**src/design/bawr_pkg.sv**
```systemverilog
package bawr_pkg;

  // ---------------------------------------------------------------------------
  // register indices (byte address is four times the index)
  // ---------------------------------------------------------------------------
  localparam logic [7:0] IDX_PORT_LOW   = 8'h1C;
  localparam logic [7:0] IDX_NP_BOT     = 8'h20;
  localparam logic [7:0] IDX_NP_TOP     = 8'h22;
  localparam logic [7:0] IDX_PF_BOT     = 8'h24;
  localparam logic [7:0] IDX_PF_TOP     = 8'h26;
  localparam logic [7:0] IDX_PF_BOT_HI  = 8'h28;
  localparam logic [7:0] IDX_PF_TOP_HI  = 8'h2C;
  localparam logic [7:0] IDX_IO_BOT_HI  = 8'h30;
  localparam logic [7:0] IDX_IO_TOP_HI  = 8'h32;
  localparam logic [7:0] IDX_NONE       = 8'hFF;

  // ---------------------------------------------------------------------------
  // field layout
  // ---------------------------------------------------------------------------
  localparam int IDX_LSB      = 2;
  localparam int IDX_W        = 8;
  localparam int WIN_LSB      = 4;
  localparam int WIN_W        = 12;
  localparam int CAP_BIT      = 0;
  localparam int PORT_BOT_LSB = 4;
  localparam int PORT_TOP_LSB = 12;
  localparam int PORT_NIB_W   = 4;
  localparam int PORT_MIRROR  = 8;
  localparam int MEM_LOW_W    = 20;
  localparam int PORT_LOW_W   = 12;

  // ---------------------------------------------------------------------------
  // reset values and fill patterns
  // ---------------------------------------------------------------------------
  localparam logic [11:0] RST_NP_BOT    = 12'hFFF;
  localparam logic [11:0] RST_NP_TOP    = 12'h000;
  localparam logic [11:0] RST_PF_BOT    = 12'hFFF;
  localparam logic [11:0] RST_PF_TOP    = 12'h000;
  localparam logic        RST_PF_CAP    = 1'b1;
  localparam logic [31:0] RST_PF_BOT_HI = 32'hFFFF_FFFF;
  localparam logic [31:0] RST_PF_TOP_HI = 32'h0000_0000;
  localparam logic [15:0] RST_IO_BOT_HI = 16'hFFFF;
  localparam logic [15:0] RST_IO_TOP_HI = 16'h0000;
  localparam logic [3:0]  RST_IO_BOT    = 4'hF;
  localparam logic [3:0]  RST_IO_TOP    = 4'h0;
  localparam logic        RST_IO_CAP    = 1'b1;
  localparam logic [19:0] MEM_LOW_ONES  = 20'hF_FFFF;
  localparam logic [11:0] PORT_LOW_ONES = 12'hFFF;

  // ---------------------------------------------------------------------------
  // bus answers
  // ---------------------------------------------------------------------------
  localparam logic [1:0] RESP_OKAY   = 2'h0;
  localparam logic [1:0] RESP_SLVERR = 2'h2;

endpackage

```
**src/design/bawr_win_if.sv**
```systemverilog
`timescale 1ns/100ps
`default_nettype none

// one address window: assembled bounds, probe address and match
interface bawr_win_if #(parameter int W = 32);
  logic [W-1:0] base;
  logic [W-1:0] limit;
  logic [W-1:0] addr;
  logic         hit;
  modport cmp (input base, input limit, input addr, output hit);
  modport usr (output base, output limit, output addr, input hit);
endinterface

`default_nettype wire

```
**src/design/bawr_win_cmp.sv**
```systemverilog
`timescale 1ns/100ps
`default_nettype none

// inclusive range check; a base above the limit matches nothing
module bawr_win_cmp #(
  parameter int W = 32
) (
  bawr_win_if.cmp win
);
  // refuse a window of no width when elaborating
  if (W < 1) begin : g_width_chk
    $error("bawr_win_cmp: width must be positive");
  end

  assign win.hit = (win.addr >= win.base) && (win.addr <= win.limit); // RQ17
endmodule

`default_nettype wire

```
**src/design/bawr_regs.sv**
```systemverilog
// How it works
// (RQ1) Non-prefetchable top field, bits 15:4, RW, reset zero, low twenty bits all ones.
// (RQ2) Non-prefetchable bottom and top pair decides non-prefetchable forwarding.
// (RQ3) Prefetchable bottom bit 0 is the wide flag, reset 1; 1 means 64-bit.
// (RQ4) Prefetchable top bit 0 is read-only and mirrors the wide flag.
// (RQ5) Prefetchable bottom field, bits 15:4, RW, reset 0xFFF, 1MB aligned.
// (RQ6) Prefetchable top field, bits 15:4, RW, reset zero, low bits all ones.
// (RQ7) Prefetchable forwarding uses bottom, top and both upper halves together.
// (RQ8) Prefetchable bottom upper word, RW, reset all ones, address bits 63:32.
// (RQ9) Prefetchable top upper word, RW, reset zero, upper 32 limit bits.
// (RQ10) With the prefetchable wide flag clear, both upper words ignore writes, read zero.
// (RQ11) Port bottom upper half, RW, reset 0xFFFF, address bits 31:16.
// (RQ12) Port top upper half, RW, reset zero, address bits 31:16.
// (RQ13) With the port wide flag clear, both port upper halves ignore writes, read zero.
// (RQ14) Port wide flag selects 16 or 32-bit decode; top byte mirrors it.
// (RQ15) Non-prefetchable bottom field, bits 15:4, RW, reset 0xFFF, 1MB aligned.
// (RQ16) Reserved low bits of memory registers read zero and drop writes.
// (RQ17) Address hits when within bottom and top inclusive; inverted window matches nothing.
// (RQ18) In 32-bit prefetchable mode the upper 32 window bits count as zero.
//
// The AXI4-Lite interface to the registers is this design's own decision.
`timescale 1ns/100ps
`default_nettype none

module bawr_regs #(
  parameter int ADDR_W = 12
) (
  input  wire logic              aclk,
  input  wire logic              aresetn,
  input  wire logic [ADDR_W-1:0] awaddr,
  input  wire logic              awvalid,
  output logic                   awready,
  input  wire logic [31:0]       wdata,
  input  wire logic [3:0]        wstrb,
  input  wire logic              wvalid,
  output logic                   wready,
  output logic [1:0]             bresp,
  output logic                   bvalid,
  input  wire logic              bready,
  input  wire logic [ADDR_W-1:0] araddr,
  input  wire logic              arvalid,
  output logic                   arready,
  output logic [31:0]            rdata,
  output logic [1:0]             rresp,
  output logic                   rvalid,
  input  wire logic              rready,
  input  wire logic [31:0]       np_addr,
  output logic                   np_hit,
  input  wire logic [63:0]       pf_addr,
  output logic                   pf_hit,
  input  wire logic [31:0]       io_addr,
  output logic                   io_hit
);
  // refuse an address bus too narrow for the word index when elaborating
  if (ADDR_W <= bawr_pkg::IDX_LSB + bawr_pkg::IDX_W) begin : g_addr_chk
    $error("bawr_regs: ADDR_W too small");
  end

  // ---------------------------------------------------------------------------
  // state
  // ---------------------------------------------------------------------------
  logic [11:0] np_bot_q, np_top_q, pf_bot_q, pf_top_q;
  logic        pf_cap_q, io_cap_q;
  logic [31:0] pf_bot_hi_q, pf_top_hi_q;
  logic [15:0] io_bot_hi_q, io_top_hi_q;
  logic [3:0]  io_bot_q, io_top_q;
  logic        awready_q, wready_q, bvalid_q, arready_q, rvalid_q;
  logic        aw_hold_q, w_hold_q;
  logic [7:0]  widx_q;
  logic [31:0] wdata_q, rdata_q;
  logic [3:0]  wstrb_q;
  logic [1:0]  bresp_q, rresp_q;
  logic        np_hit_q, pf_hit_q, io_hit_q;

  // ---------------------------------------------------------------------------
  // helpers
  // ---------------------------------------------------------------------------
  // word index of a byte address, or none when upper bits are set
  function automatic logic [7:0] idx_of(input logic [ADDR_W-1:0] a);
    if (a[ADDR_W-1:bawr_pkg::IDX_LSB+bawr_pkg::IDX_W] != '0) begin
      return bawr_pkg::IDX_NONE;
    end
    return a[bawr_pkg::IDX_LSB +: bawr_pkg::IDX_W];
  endfunction

  function automatic logic mapped(input logic [7:0] i);
    case (i)
      bawr_pkg::IDX_PORT_LOW, bawr_pkg::IDX_NP_BOT, bawr_pkg::IDX_NP_TOP,
      bawr_pkg::IDX_PF_BOT, bawr_pkg::IDX_PF_TOP, bawr_pkg::IDX_PF_BOT_HI,
      bawr_pkg::IDX_PF_TOP_HI, bawr_pkg::IDX_IO_BOT_HI,
      bawr_pkg::IDX_IO_TOP_HI: return 1'b1;
      default: return 1'b0;
    endcase
  endfunction

  // byte-lane merge of new write data over the current image
  function automatic logic [31:0] merge(input logic [31:0] o,
                                        input logic [31:0] n,
                                        input logic [3:0]  s);
    logic [31:0] r;
    r = o;
    for (int b = 0; b < 4; b++) begin
      if (s[b]) r[b*8 +: 8] = n[b*8 +: 8];
    end
    return r;
  endfunction

  // ---------------------------------------------------------------------------
  // read images; reserved bits and locked upper halves show zero
  // ---------------------------------------------------------------------------
  wire [31:0] img_np_bot = {16'h0000, np_bot_q, 4'h0};                      // RQ15 RQ16
  wire [31:0] img_np_top = {16'h0000, np_top_q, 4'h0};                      // RQ1 RQ16
  wire [31:0] img_pf_bot = {16'h0000, pf_bot_q, 3'h0, pf_cap_q};            // RQ3 RQ5
  wire [31:0] img_pf_top = {16'h0000, pf_top_q, 3'h0, pf_cap_q};            // RQ4 RQ6
  wire [31:0] img_port   = {16'h0000, io_top_q, 3'h0, io_cap_q,
                            io_bot_q, 3'h0, io_cap_q};                      // RQ14

  function automatic logic [31:0] img(input logic [7:0] i);
    case (i)
      bawr_pkg::IDX_PORT_LOW:  return img_port;
      bawr_pkg::IDX_NP_BOT:    return img_np_bot;
      bawr_pkg::IDX_NP_TOP:    return img_np_top;
      bawr_pkg::IDX_PF_BOT:    return img_pf_bot;
      bawr_pkg::IDX_PF_TOP:    return img_pf_top;
      bawr_pkg::IDX_PF_BOT_HI: return pf_bot_hi_q;                         // RQ8
      bawr_pkg::IDX_PF_TOP_HI: return pf_top_hi_q;                         // RQ9
      bawr_pkg::IDX_IO_BOT_HI: return {16'h0000, io_bot_hi_q};             // RQ11
      bawr_pkg::IDX_IO_TOP_HI: return {16'h0000, io_top_hi_q};             // RQ12
      default:                 return 32'h0000_0000;
    endcase
  endfunction

  // ---------------------------------------------------------------------------
  // write channel decode
  // ---------------------------------------------------------------------------
  wire        aw_take = awvalid && awready_q;
  wire        w_take  = wvalid && wready_q;
  wire        ar_take = arvalid && arready_q;
  wire        wr_fire = aw_hold_q && w_hold_q && !bvalid_q;
  wire        wr_ok   = wr_fire && mapped(widx_q);
  wire [7:0]  ridx    = idx_of(araddr);
  logic [31:0] wimg;

  // current image merged with the write; a process, so that a change of a
  // register read inside img() re-evaluates it, which a plain assign would miss
  always_comb begin
    wimg = merge(img(widx_q), wdata_q, wstrb_q);
  end

  // write address and data are taken independently, then held
  always_ff @(posedge aclk) begin
    if (!aresetn) begin
      awready_q <= 1'b0;
      wready_q  <= 1'b0;
      aw_hold_q <= 1'b0;
      w_hold_q  <= 1'b0;
      widx_q    <= bawr_pkg::IDX_NONE;
      wdata_q   <= 32'h0000_0000;
      wstrb_q   <= 4'h0;
    end else begin
      awready_q <= awvalid && !awready_q && !aw_hold_q;
      wready_q  <= wvalid && !wready_q && !w_hold_q;
      aw_hold_q <= (aw_hold_q && !wr_fire) || aw_take;
      w_hold_q  <= (w_hold_q && !wr_fire) || w_take;
      if (aw_take) widx_q <= idx_of(awaddr);
      if (w_take) begin
        wdata_q <= wdata;
        wstrb_q <= wstrb;
      end
    end
  end

  // write response, held until bready
  always_ff @(posedge aclk) begin
    if (!aresetn) begin
      bvalid_q <= 1'b0;
      bresp_q  <= bawr_pkg::RESP_OKAY;
    end else if (wr_fire) begin
      bvalid_q <= 1'b1;
      bresp_q  <= mapped(widx_q) ? bawr_pkg::RESP_OKAY : bawr_pkg::RESP_SLVERR;
    end else if (bready) begin
      bvalid_q <= 1'b0;
    end
  end

  // read channel: data captured when the address is taken
  always_ff @(posedge aclk) begin
    if (!aresetn) begin
      arready_q <= 1'b0;
      rvalid_q  <= 1'b0;
      rdata_q   <= 32'h0000_0000;
      rresp_q   <= bawr_pkg::RESP_OKAY;
    end else begin
      arready_q <= arvalid && !arready_q && !rvalid_q;
      if (ar_take) begin
        rvalid_q <= 1'b1;
        rdata_q  <= img(ridx);
        rresp_q  <= mapped(ridx) ? bawr_pkg::RESP_OKAY : bawr_pkg::RESP_SLVERR;
      end else if (rready) begin
        rvalid_q <= 1'b0;
      end
    end
  end

  // ---------------------------------------------------------------------------
  // memory window registers
  // ---------------------------------------------------------------------------
  wire [11:0] w_win = wimg[bawr_pkg::WIN_LSB +: bawr_pkg::WIN_W];

  // only bits 15:4 and the wide flag store anything
  always_ff @(posedge aclk) begin
    if (!aresetn) begin
      np_bot_q <= bawr_pkg::RST_NP_BOT;                                     // RQ15
      np_top_q <= bawr_pkg::RST_NP_TOP;                                     // RQ1
      pf_bot_q <= bawr_pkg::RST_PF_BOT;                                     // RQ5
      pf_top_q <= bawr_pkg::RST_PF_TOP;                                     // RQ6
      pf_cap_q <= bawr_pkg::RST_PF_CAP;                                     // RQ3
    end else if (wr_ok) begin
      case (widx_q)
        bawr_pkg::IDX_NP_BOT: np_bot_q <= w_win;                           // RQ15 RQ16
        bawr_pkg::IDX_NP_TOP: np_top_q <= w_win;                           // RQ1 RQ16
        bawr_pkg::IDX_PF_BOT: begin
          pf_bot_q <= w_win;                                               // RQ5
          pf_cap_q <= wimg[bawr_pkg::CAP_BIT];                             // RQ3
        end
        bawr_pkg::IDX_PF_TOP: pf_top_q <= w_win;                           // RQ4 RQ6
        default: ;
      endcase
    end
  end

  // prefetchable upper words; cleared and frozen while the flag is clear
  always_ff @(posedge aclk) begin
    if (!aresetn) begin
      pf_bot_hi_q <= bawr_pkg::RST_PF_BOT_HI;                               // RQ8
      pf_top_hi_q <= bawr_pkg::RST_PF_TOP_HI;                               // RQ9
    end else if (!pf_cap_q) begin
      pf_bot_hi_q <= 32'h0000_0000;                                         // RQ10
      pf_top_hi_q <= 32'h0000_0000;                                         // RQ10
    end else if (wr_ok && widx_q == bawr_pkg::IDX_PF_BOT_HI) begin
      pf_bot_hi_q <= wimg;                                                  // RQ8
    end else if (wr_ok && widx_q == bawr_pkg::IDX_PF_TOP_HI) begin
      pf_top_hi_q <= wimg;                                                  // RQ9
    end
  end

  // ---------------------------------------------------------------------------
  // port window registers
  // ---------------------------------------------------------------------------
  always_ff @(posedge aclk) begin
    if (!aresetn) begin
      io_bot_q <= bawr_pkg::RST_IO_BOT;
      io_top_q <= bawr_pkg::RST_IO_TOP;
      io_cap_q <= bawr_pkg::RST_IO_CAP;                                     // RQ14
    end else if (wr_ok && widx_q == bawr_pkg::IDX_PORT_LOW) begin
      io_bot_q <= wimg[bawr_pkg::PORT_BOT_LSB +: bawr_pkg::PORT_NIB_W];
      io_top_q <= wimg[bawr_pkg::PORT_TOP_LSB +: bawr_pkg::PORT_NIB_W];
      io_cap_q <= wimg[bawr_pkg::CAP_BIT];                                  // RQ14
    end
  end

  // port upper halves; cleared and frozen while the flag is clear
  always_ff @(posedge aclk) begin
    if (!aresetn) begin
      io_bot_hi_q <= bawr_pkg::RST_IO_BOT_HI;                               // RQ11
      io_top_hi_q <= bawr_pkg::RST_IO_TOP_HI;                               // RQ12
    end else if (!io_cap_q) begin
      io_bot_hi_q <= 16'h0000;                                              // RQ13
      io_top_hi_q <= 16'h0000;                                              // RQ13
    end else if (wr_ok && widx_q == bawr_pkg::IDX_IO_BOT_HI) begin
      io_bot_hi_q <= wimg[15:0];                                            // RQ11
    end else if (wr_ok && widx_q == bawr_pkg::IDX_IO_TOP_HI) begin
      io_top_hi_q <= wimg[15:0];                                            // RQ12
    end
  end

  // ---------------------------------------------------------------------------
  // window decode
  // ---------------------------------------------------------------------------
  bawr_win_if #(.W(32)) np_win ();
  bawr_win_if #(.W(64)) pf_win ();
  bawr_win_if #(.W(32)) io_win ();

  // assembled bounds; upper halves already read zero in narrow mode
  assign np_win.base  = {np_bot_q, {bawr_pkg::MEM_LOW_W{1'b0}}};            // RQ2
  assign np_win.limit = {np_top_q, bawr_pkg::MEM_LOW_ONES};                 // RQ1 RQ2
  assign np_win.addr  = np_addr;
  assign pf_win.base  = {pf_bot_hi_q, pf_bot_q, {bawr_pkg::MEM_LOW_W{1'b0}}}; // RQ7 RQ18
  assign pf_win.limit = {pf_top_hi_q, pf_top_q, bawr_pkg::MEM_LOW_ONES};    // RQ7 RQ18
  assign pf_win.addr  = pf_addr;
  assign io_win.base  = {io_bot_hi_q, io_bot_q, {bawr_pkg::PORT_LOW_W{1'b0}}};
  assign io_win.limit = {io_top_hi_q, io_top_q, bawr_pkg::PORT_LOW_ONES};
  assign io_win.addr  = io_addr;

  bawr_win_cmp #(.W(32)) u_np_cmp (.win(np_win));
  bawr_win_cmp #(.W(64)) u_pf_cmp (.win(pf_win));
  bawr_win_cmp #(.W(32)) u_io_cmp (.win(io_win));

  // match flags registered one cycle after the probe address
  always_ff @(posedge aclk) begin
    if (!aresetn) begin
      np_hit_q <= 1'b0;
      pf_hit_q <= 1'b0;
      io_hit_q <= 1'b0;
    end else begin
      np_hit_q <= np_win.hit;                                               // RQ2
      pf_hit_q <= pf_win.hit;                                               // RQ7
      io_hit_q <= io_win.hit;
    end
  end

  // ---------------------------------------------------------------------------
  // outputs
  // ---------------------------------------------------------------------------
  assign awready = awready_q;
  assign wready  = wready_q;
  assign bvalid  = bvalid_q;
  assign bresp   = bresp_q;
  assign arready = arready_q;
  assign rvalid  = rvalid_q;
  assign rdata   = rdata_q;
  assign rresp   = rresp_q;
  assign np_hit  = np_hit_q;
  assign pf_hit  = pf_hit_q;
  assign io_hit  = io_hit_q;

  // ---------------------------------------------------------------------------
  // checks
  // ---------------------------------------------------------------------------
  a_np_top_write: assert property (@(posedge aclk) disable iff (!aresetn) // RQ1
    wr_ok && widx_q == bawr_pkg::IDX_NP_TOP && wstrb_q == 4'hF
    |=> np_top_q == $past(wdata_q[bawr_pkg::WIN_LSB +: bawr_pkg::WIN_W]))
    else $error("non-prefetchable top not written");
  a_np_window_hit: assert property (@(posedge aclk) disable iff (!aresetn) // RQ2
    ##1 np_hit_q == ($past(np_addr) >= {$past(np_bot_q), 20'h00000}
                 && $past(np_addr) <= {$past(np_top_q), 20'hFFFFF}))
    else $error("non-prefetchable hit wrong");
  a_pf_top_mirror: assert property (@(posedge aclk) disable iff (!aresetn) // RQ4
    ar_take && ridx == bawr_pkg::IDX_PF_TOP |=> rdata_q[0] == $past(pf_cap_q))
    else $error("prefetchable top flag not mirrored");
  a_pf_high_lock: assert property (@(posedge aclk) disable iff (!aresetn) // RQ10
    !pf_cap_q ##1 !pf_cap_q |-> pf_bot_hi_q == 32'h0 && pf_top_hi_q == 32'h0)
    else $error("prefetchable upper words not zero");
  a_io_high_lock: assert property (@(posedge aclk) disable iff (!aresetn) // RQ13
    !io_cap_q ##1 !io_cap_q |-> io_bot_hi_q == 16'h0 && io_top_hi_q == 16'h0)
    else $error("port upper halves not zero");
  a_io_flag_mirror: assert property (@(posedge aclk) disable iff (!aresetn) // RQ14
    ar_take && ridx == bawr_pkg::IDX_PORT_LOW
    |=> rdata_q[8] == $past(io_cap_q) && rdata_q[0] == $past(io_cap_q))
    else $error("port flag mirror differs");
  a_rsvd_reads_zero: assert property (@(posedge aclk) disable iff (!aresetn) // RQ16
    ar_take && (ridx == bawr_pkg::IDX_NP_BOT || ridx == bawr_pkg::IDX_NP_TOP)
    |=> rdata_q[3:0] == 4'h0)
    else $error("reserved bits not zero");
  a_pf_narrow_miss: assert property (@(posedge aclk) disable iff (!aresetn) // RQ18
    !pf_cap_q && $stable(pf_cap_q) && pf_addr[63:32] != 32'h0 |=> !pf_hit_q)
    else $error("narrow mode matched a high address");
  a_inverted_none: assert property (@(posedge aclk) disable iff (!aresetn) // RQ17
    np_bot_q > np_top_q && $stable(np_bot_q) && $stable(np_top_q) |=> !np_hit_q)
    else $error("inverted window matched");
  a_write_answer: assert property (@(posedge aclk) disable iff (!aresetn)
    aw_take && w_take |-> ##1 !bvalid_q ##1 bvalid_q)
    else $error("write answer not on time");
endmodule

`default_nettype wire

```
**config.mk**
```make
export PLATFORM = sky130hd
export DESIGN_NAME = bawr_regs
export DESIGN_NICKNAME = d
export VERILOG_FILES = /design/src/design/bawr_pkg.sv /design/src/design/bawr_win_if.sv /design/src/design/bawr_win_cmp.sv /design/src/design/bawr_regs.sv
export SDC_FILE = /design/constraint.sdc
export NUM_CORES = 1
export LEC_CHECK = 0
export ABC_CLOCK_PERIOD_IN_PS = 6600
export BUFFER_PORTS_ARGS = -buffer_cell sky130_fd_sc_hd__buf_4
export CORE_ASPECT_RATIO = 1.25
export CORE_MARGIN = 2
export CORE_UTILIZATION = 48
export CTS_CLUSTER_SIZE = 16
export DETAILED_ROUTE_END_ITERATION = 16
export HOLD_SLACK_MARGIN = 0.08
export PLACE_DENSITY = 0.7
export SYNTH_ARGS = -nofsm -noshare
export SYNTH_HDL_FRONTEND = slang
export SYNTH_SLANG_ARGS = --single-unit
```
**constraint.sdc**
```tcl
create_clock -name aclk -period 6.6 [get_ports aclk]
set_input_delay 0.33 -clock aclk [delete_from_list [all_inputs] [get_ports aclk]]
set_output_delay 0.33 -clock aclk [all_outputs]
set_load 0.02 [all_outputs]
```
==> run metrics <==
post-synthesis cell count 1816; final core occ 0.5957; Layout area overhead 21.70%; final antenna-violating net count 0; Rel. slew slack 0.1170; worst r2r dst np_top_q[2]; CTS clock-pin slew for the worst setup and hold paths 0.06 ns; Port Buffers 232; CP Launch Point widx_q[1]; register area share after synthesis 0.3363; Synth warnings 0; Critical Path AT 4.23 ns; adder-cell share of the synthesized area 0.1320; DR iter-0 viols between 1000 and 1500; CP max FO 48; gr usage total 0.3314; Top FF cell, synth dfxtp_1; Post-Synth XOR/XNOR Area 0; RSZ-0062 raised after global routing no; hold path startpoint wdata[10]; CTS Root Cell clkbuf_16; CTS H-tree depth 1; worst reg2reg setup slack about 2.7 ns; Avg Vias per Cell between 6 and 7; crit path to np_top_q[2]; Reg2Reg Launch Point widx_q[1]; die height 197.7 um; Clock Path Buffers 3; row count 70; endpoints failing setup 0; gp weighted congestion 1.008; leading area contributor after synthesis dfxtp_1; initial antenna violation count 0; Fin. Hold Viols 0; Async S/R FF share, synth 0; status finished clean; min-delay worst type input port to register; clock latency on the worst-skew pair 0.54 ns; CP endpoint kind register; Post-Syn Area between 10000 and 15000 um2; Period minus WS final 3.858 ns; WL/cell 22.26 um; total power divided by cell area between 150 and 200 nW/um2; DP HPWL slightly above 40 mm; Leak 7.771 nW; I/O pin count 239; synth unique cells 68; number of post-CTS setup repair buffers 0; post-synthesis simple-gate area fraction 0.1756; Post-synth EDFFs 0; vias 14900; FMAX ~0.26 GHz; Max-Cap Viols 0; TNS Setup 0 ns; Total Routed Length 54.17 mm; CP required roughly 7 ns; CTS tree yes; worst-margin pin slew between 1 and 1.5 ns; Peak VDD IR 133.1 uV; Inserted Clock Buffers 25; Pre-antenna DRT Iters 9; clk sink count around 240; Final Skew approximately 0.015 ns; syn_area_per_cell 7.932 um2; register bit count reported by yosys 242; full die area 31420 um2; synth top area cells dfxtp_1, ha_1, nand2_1, a21oi_1, inv_1; Register-to-Register Path Depth 8; grt ovf 0; multiplexer area fraction after synthesis 0.02641; Post-layout nets approximately 2400; Hold WS 0.08321 ns; Synth top area share 0.3363; cell with the most instances after synthesis nand2_1; fin crit share 0.5846; vias in the first global route 14420; Post-synth top cells nand2_1, dfxtp_1, a21oi_1; first-pass GRT wire length just over 80 mm; core region area 29430 um2; drt drc 0; layout cells sized above 1 0.1499; crit path kind register to register; crit path launch type register; largest net degree at the start of global routing 95; Die X 158.9 um; main combinational cell family by area after synthesis compound AO/OA/AOI/OAI gates; Starting Density 0.4895; Synth Area in Compound Gates 0.2562; max-slew violations 0
## placed cells by master (no fill, tap or decap), types with 29 or more instances in the layout
cell           count
a21oi_1          182
a22oi_1           30
mux2i_1           29
a21o_1            40
inv_1            169
dfxtp_1          241
nand2_1          268
a221oi_1          38
nor2_1            84
nand4_1           41
o21ai_1           33
dlygate4sd3_1     37
ha_1             152
buf_4            241
nand3_1           51
o21ai_0           92
## per-stage QoR
| stage | setup slack (ns) | cells | power [mW] | area [um2] |
|---|---|---|---|---|
| 6_report | 2.742 | 2433 | 3.257 | 17530 |
| 4_1_cts | 2.852 | 2431 | 3.258 | 17520 |
| 5_1_grt | 2.623 | 2431 | 3.349 | 17520 |
| 3_3_place_gp | 2.875 | 2354 | 1.815 | 16340 |
| 3_5_place_dp | 2.886 | 2354 | 1.823 | 16340 |
| 2_1_floorplan | 4.206 | 1817 | 1.659 | 14410 |
## worst max-delay path, stage by stage, from the launching register on
cell      delay (ns)
dfxtp_2         0.31
buf_4           0.52
clkinv_1        0.51
and4_2          0.65
or4_1           0.67
nor2_1          0.32
a221o_1         0.42
mux2_2          0.24
nor2_1          0.04
## flip-flops by register name (all words and copies together), names as in the netlist, 4 cells and up
name and cells:
pf_bot_hi_q 32, wdata_q 32, io_top_q 4, wstrb_q 4
np_top_q 12, io_bot_hi_q 16, pf_top_hi_q 32, np_bot_q 12
pf_top_q 12, widx_q 8, rdata 32, io_top_hi_q 16
pf_bot_q 12, io_bot_q 4
## metal layers
metal,vias up,global-route usage,routed length (um)
li1,7001,-,-
met1,7012,0.3947,20610
met2,730,0.5863,26390
met3,153,0.03674,4050
met4,0,0.1808,3121
met5,-,0,0
## what timing repair did
action | in CTS | in global routing
gates resized for setup | 0 | 0
hold buffers | 37 | 0
endpoints found under the hold margin | 37 | 0
## area by class of cell
class                   instances  area [um2]
well taps                     396       495.5
flip-flops and latches        242        4846
fillers                      2733       11900
repair buffers                278        2180
clock inverters                10       127.6
clock buffers                  30       684.4
inverters                     173       651.9
diodes                          2       5.005
multi-input cells            1302        8539
## how the worst min path moves through the flow
| stage | endpoint | slack, ns | cells past startpoint |
|---|---|---|---|
| after CTS | wdata_q[28] | 0.08 | 3 |
| after global routing | wdata_q[10] | 0.08 | 3 |
| after floorplan | wdata_q[12] | 0.43 | 2 |
| after detailed placement | awready | 0.44 | 1 |
| final | wdata_q[10] | 0.08 | 3 |
| after global placement | awready | 0.43 | 1 |
## power breakdown
group / leakage (nW) / switching, mW / internal (mW)
combinational: 5.41 / 0.164 / 0.159
sequential: 1.96 / 0.0156 / 1.47
clock: 0.404 / 0.598 / 0.846
total: 7.77 / 0.777 / 2.48
## kinds of logic after synthesis
group,count (synthesis)
compound gates,565
simple gates,546
buf+inv,273
flops,242
fa+ha+maj,152
mux,37
other cells,1
(Power assumes the default switching activity.)
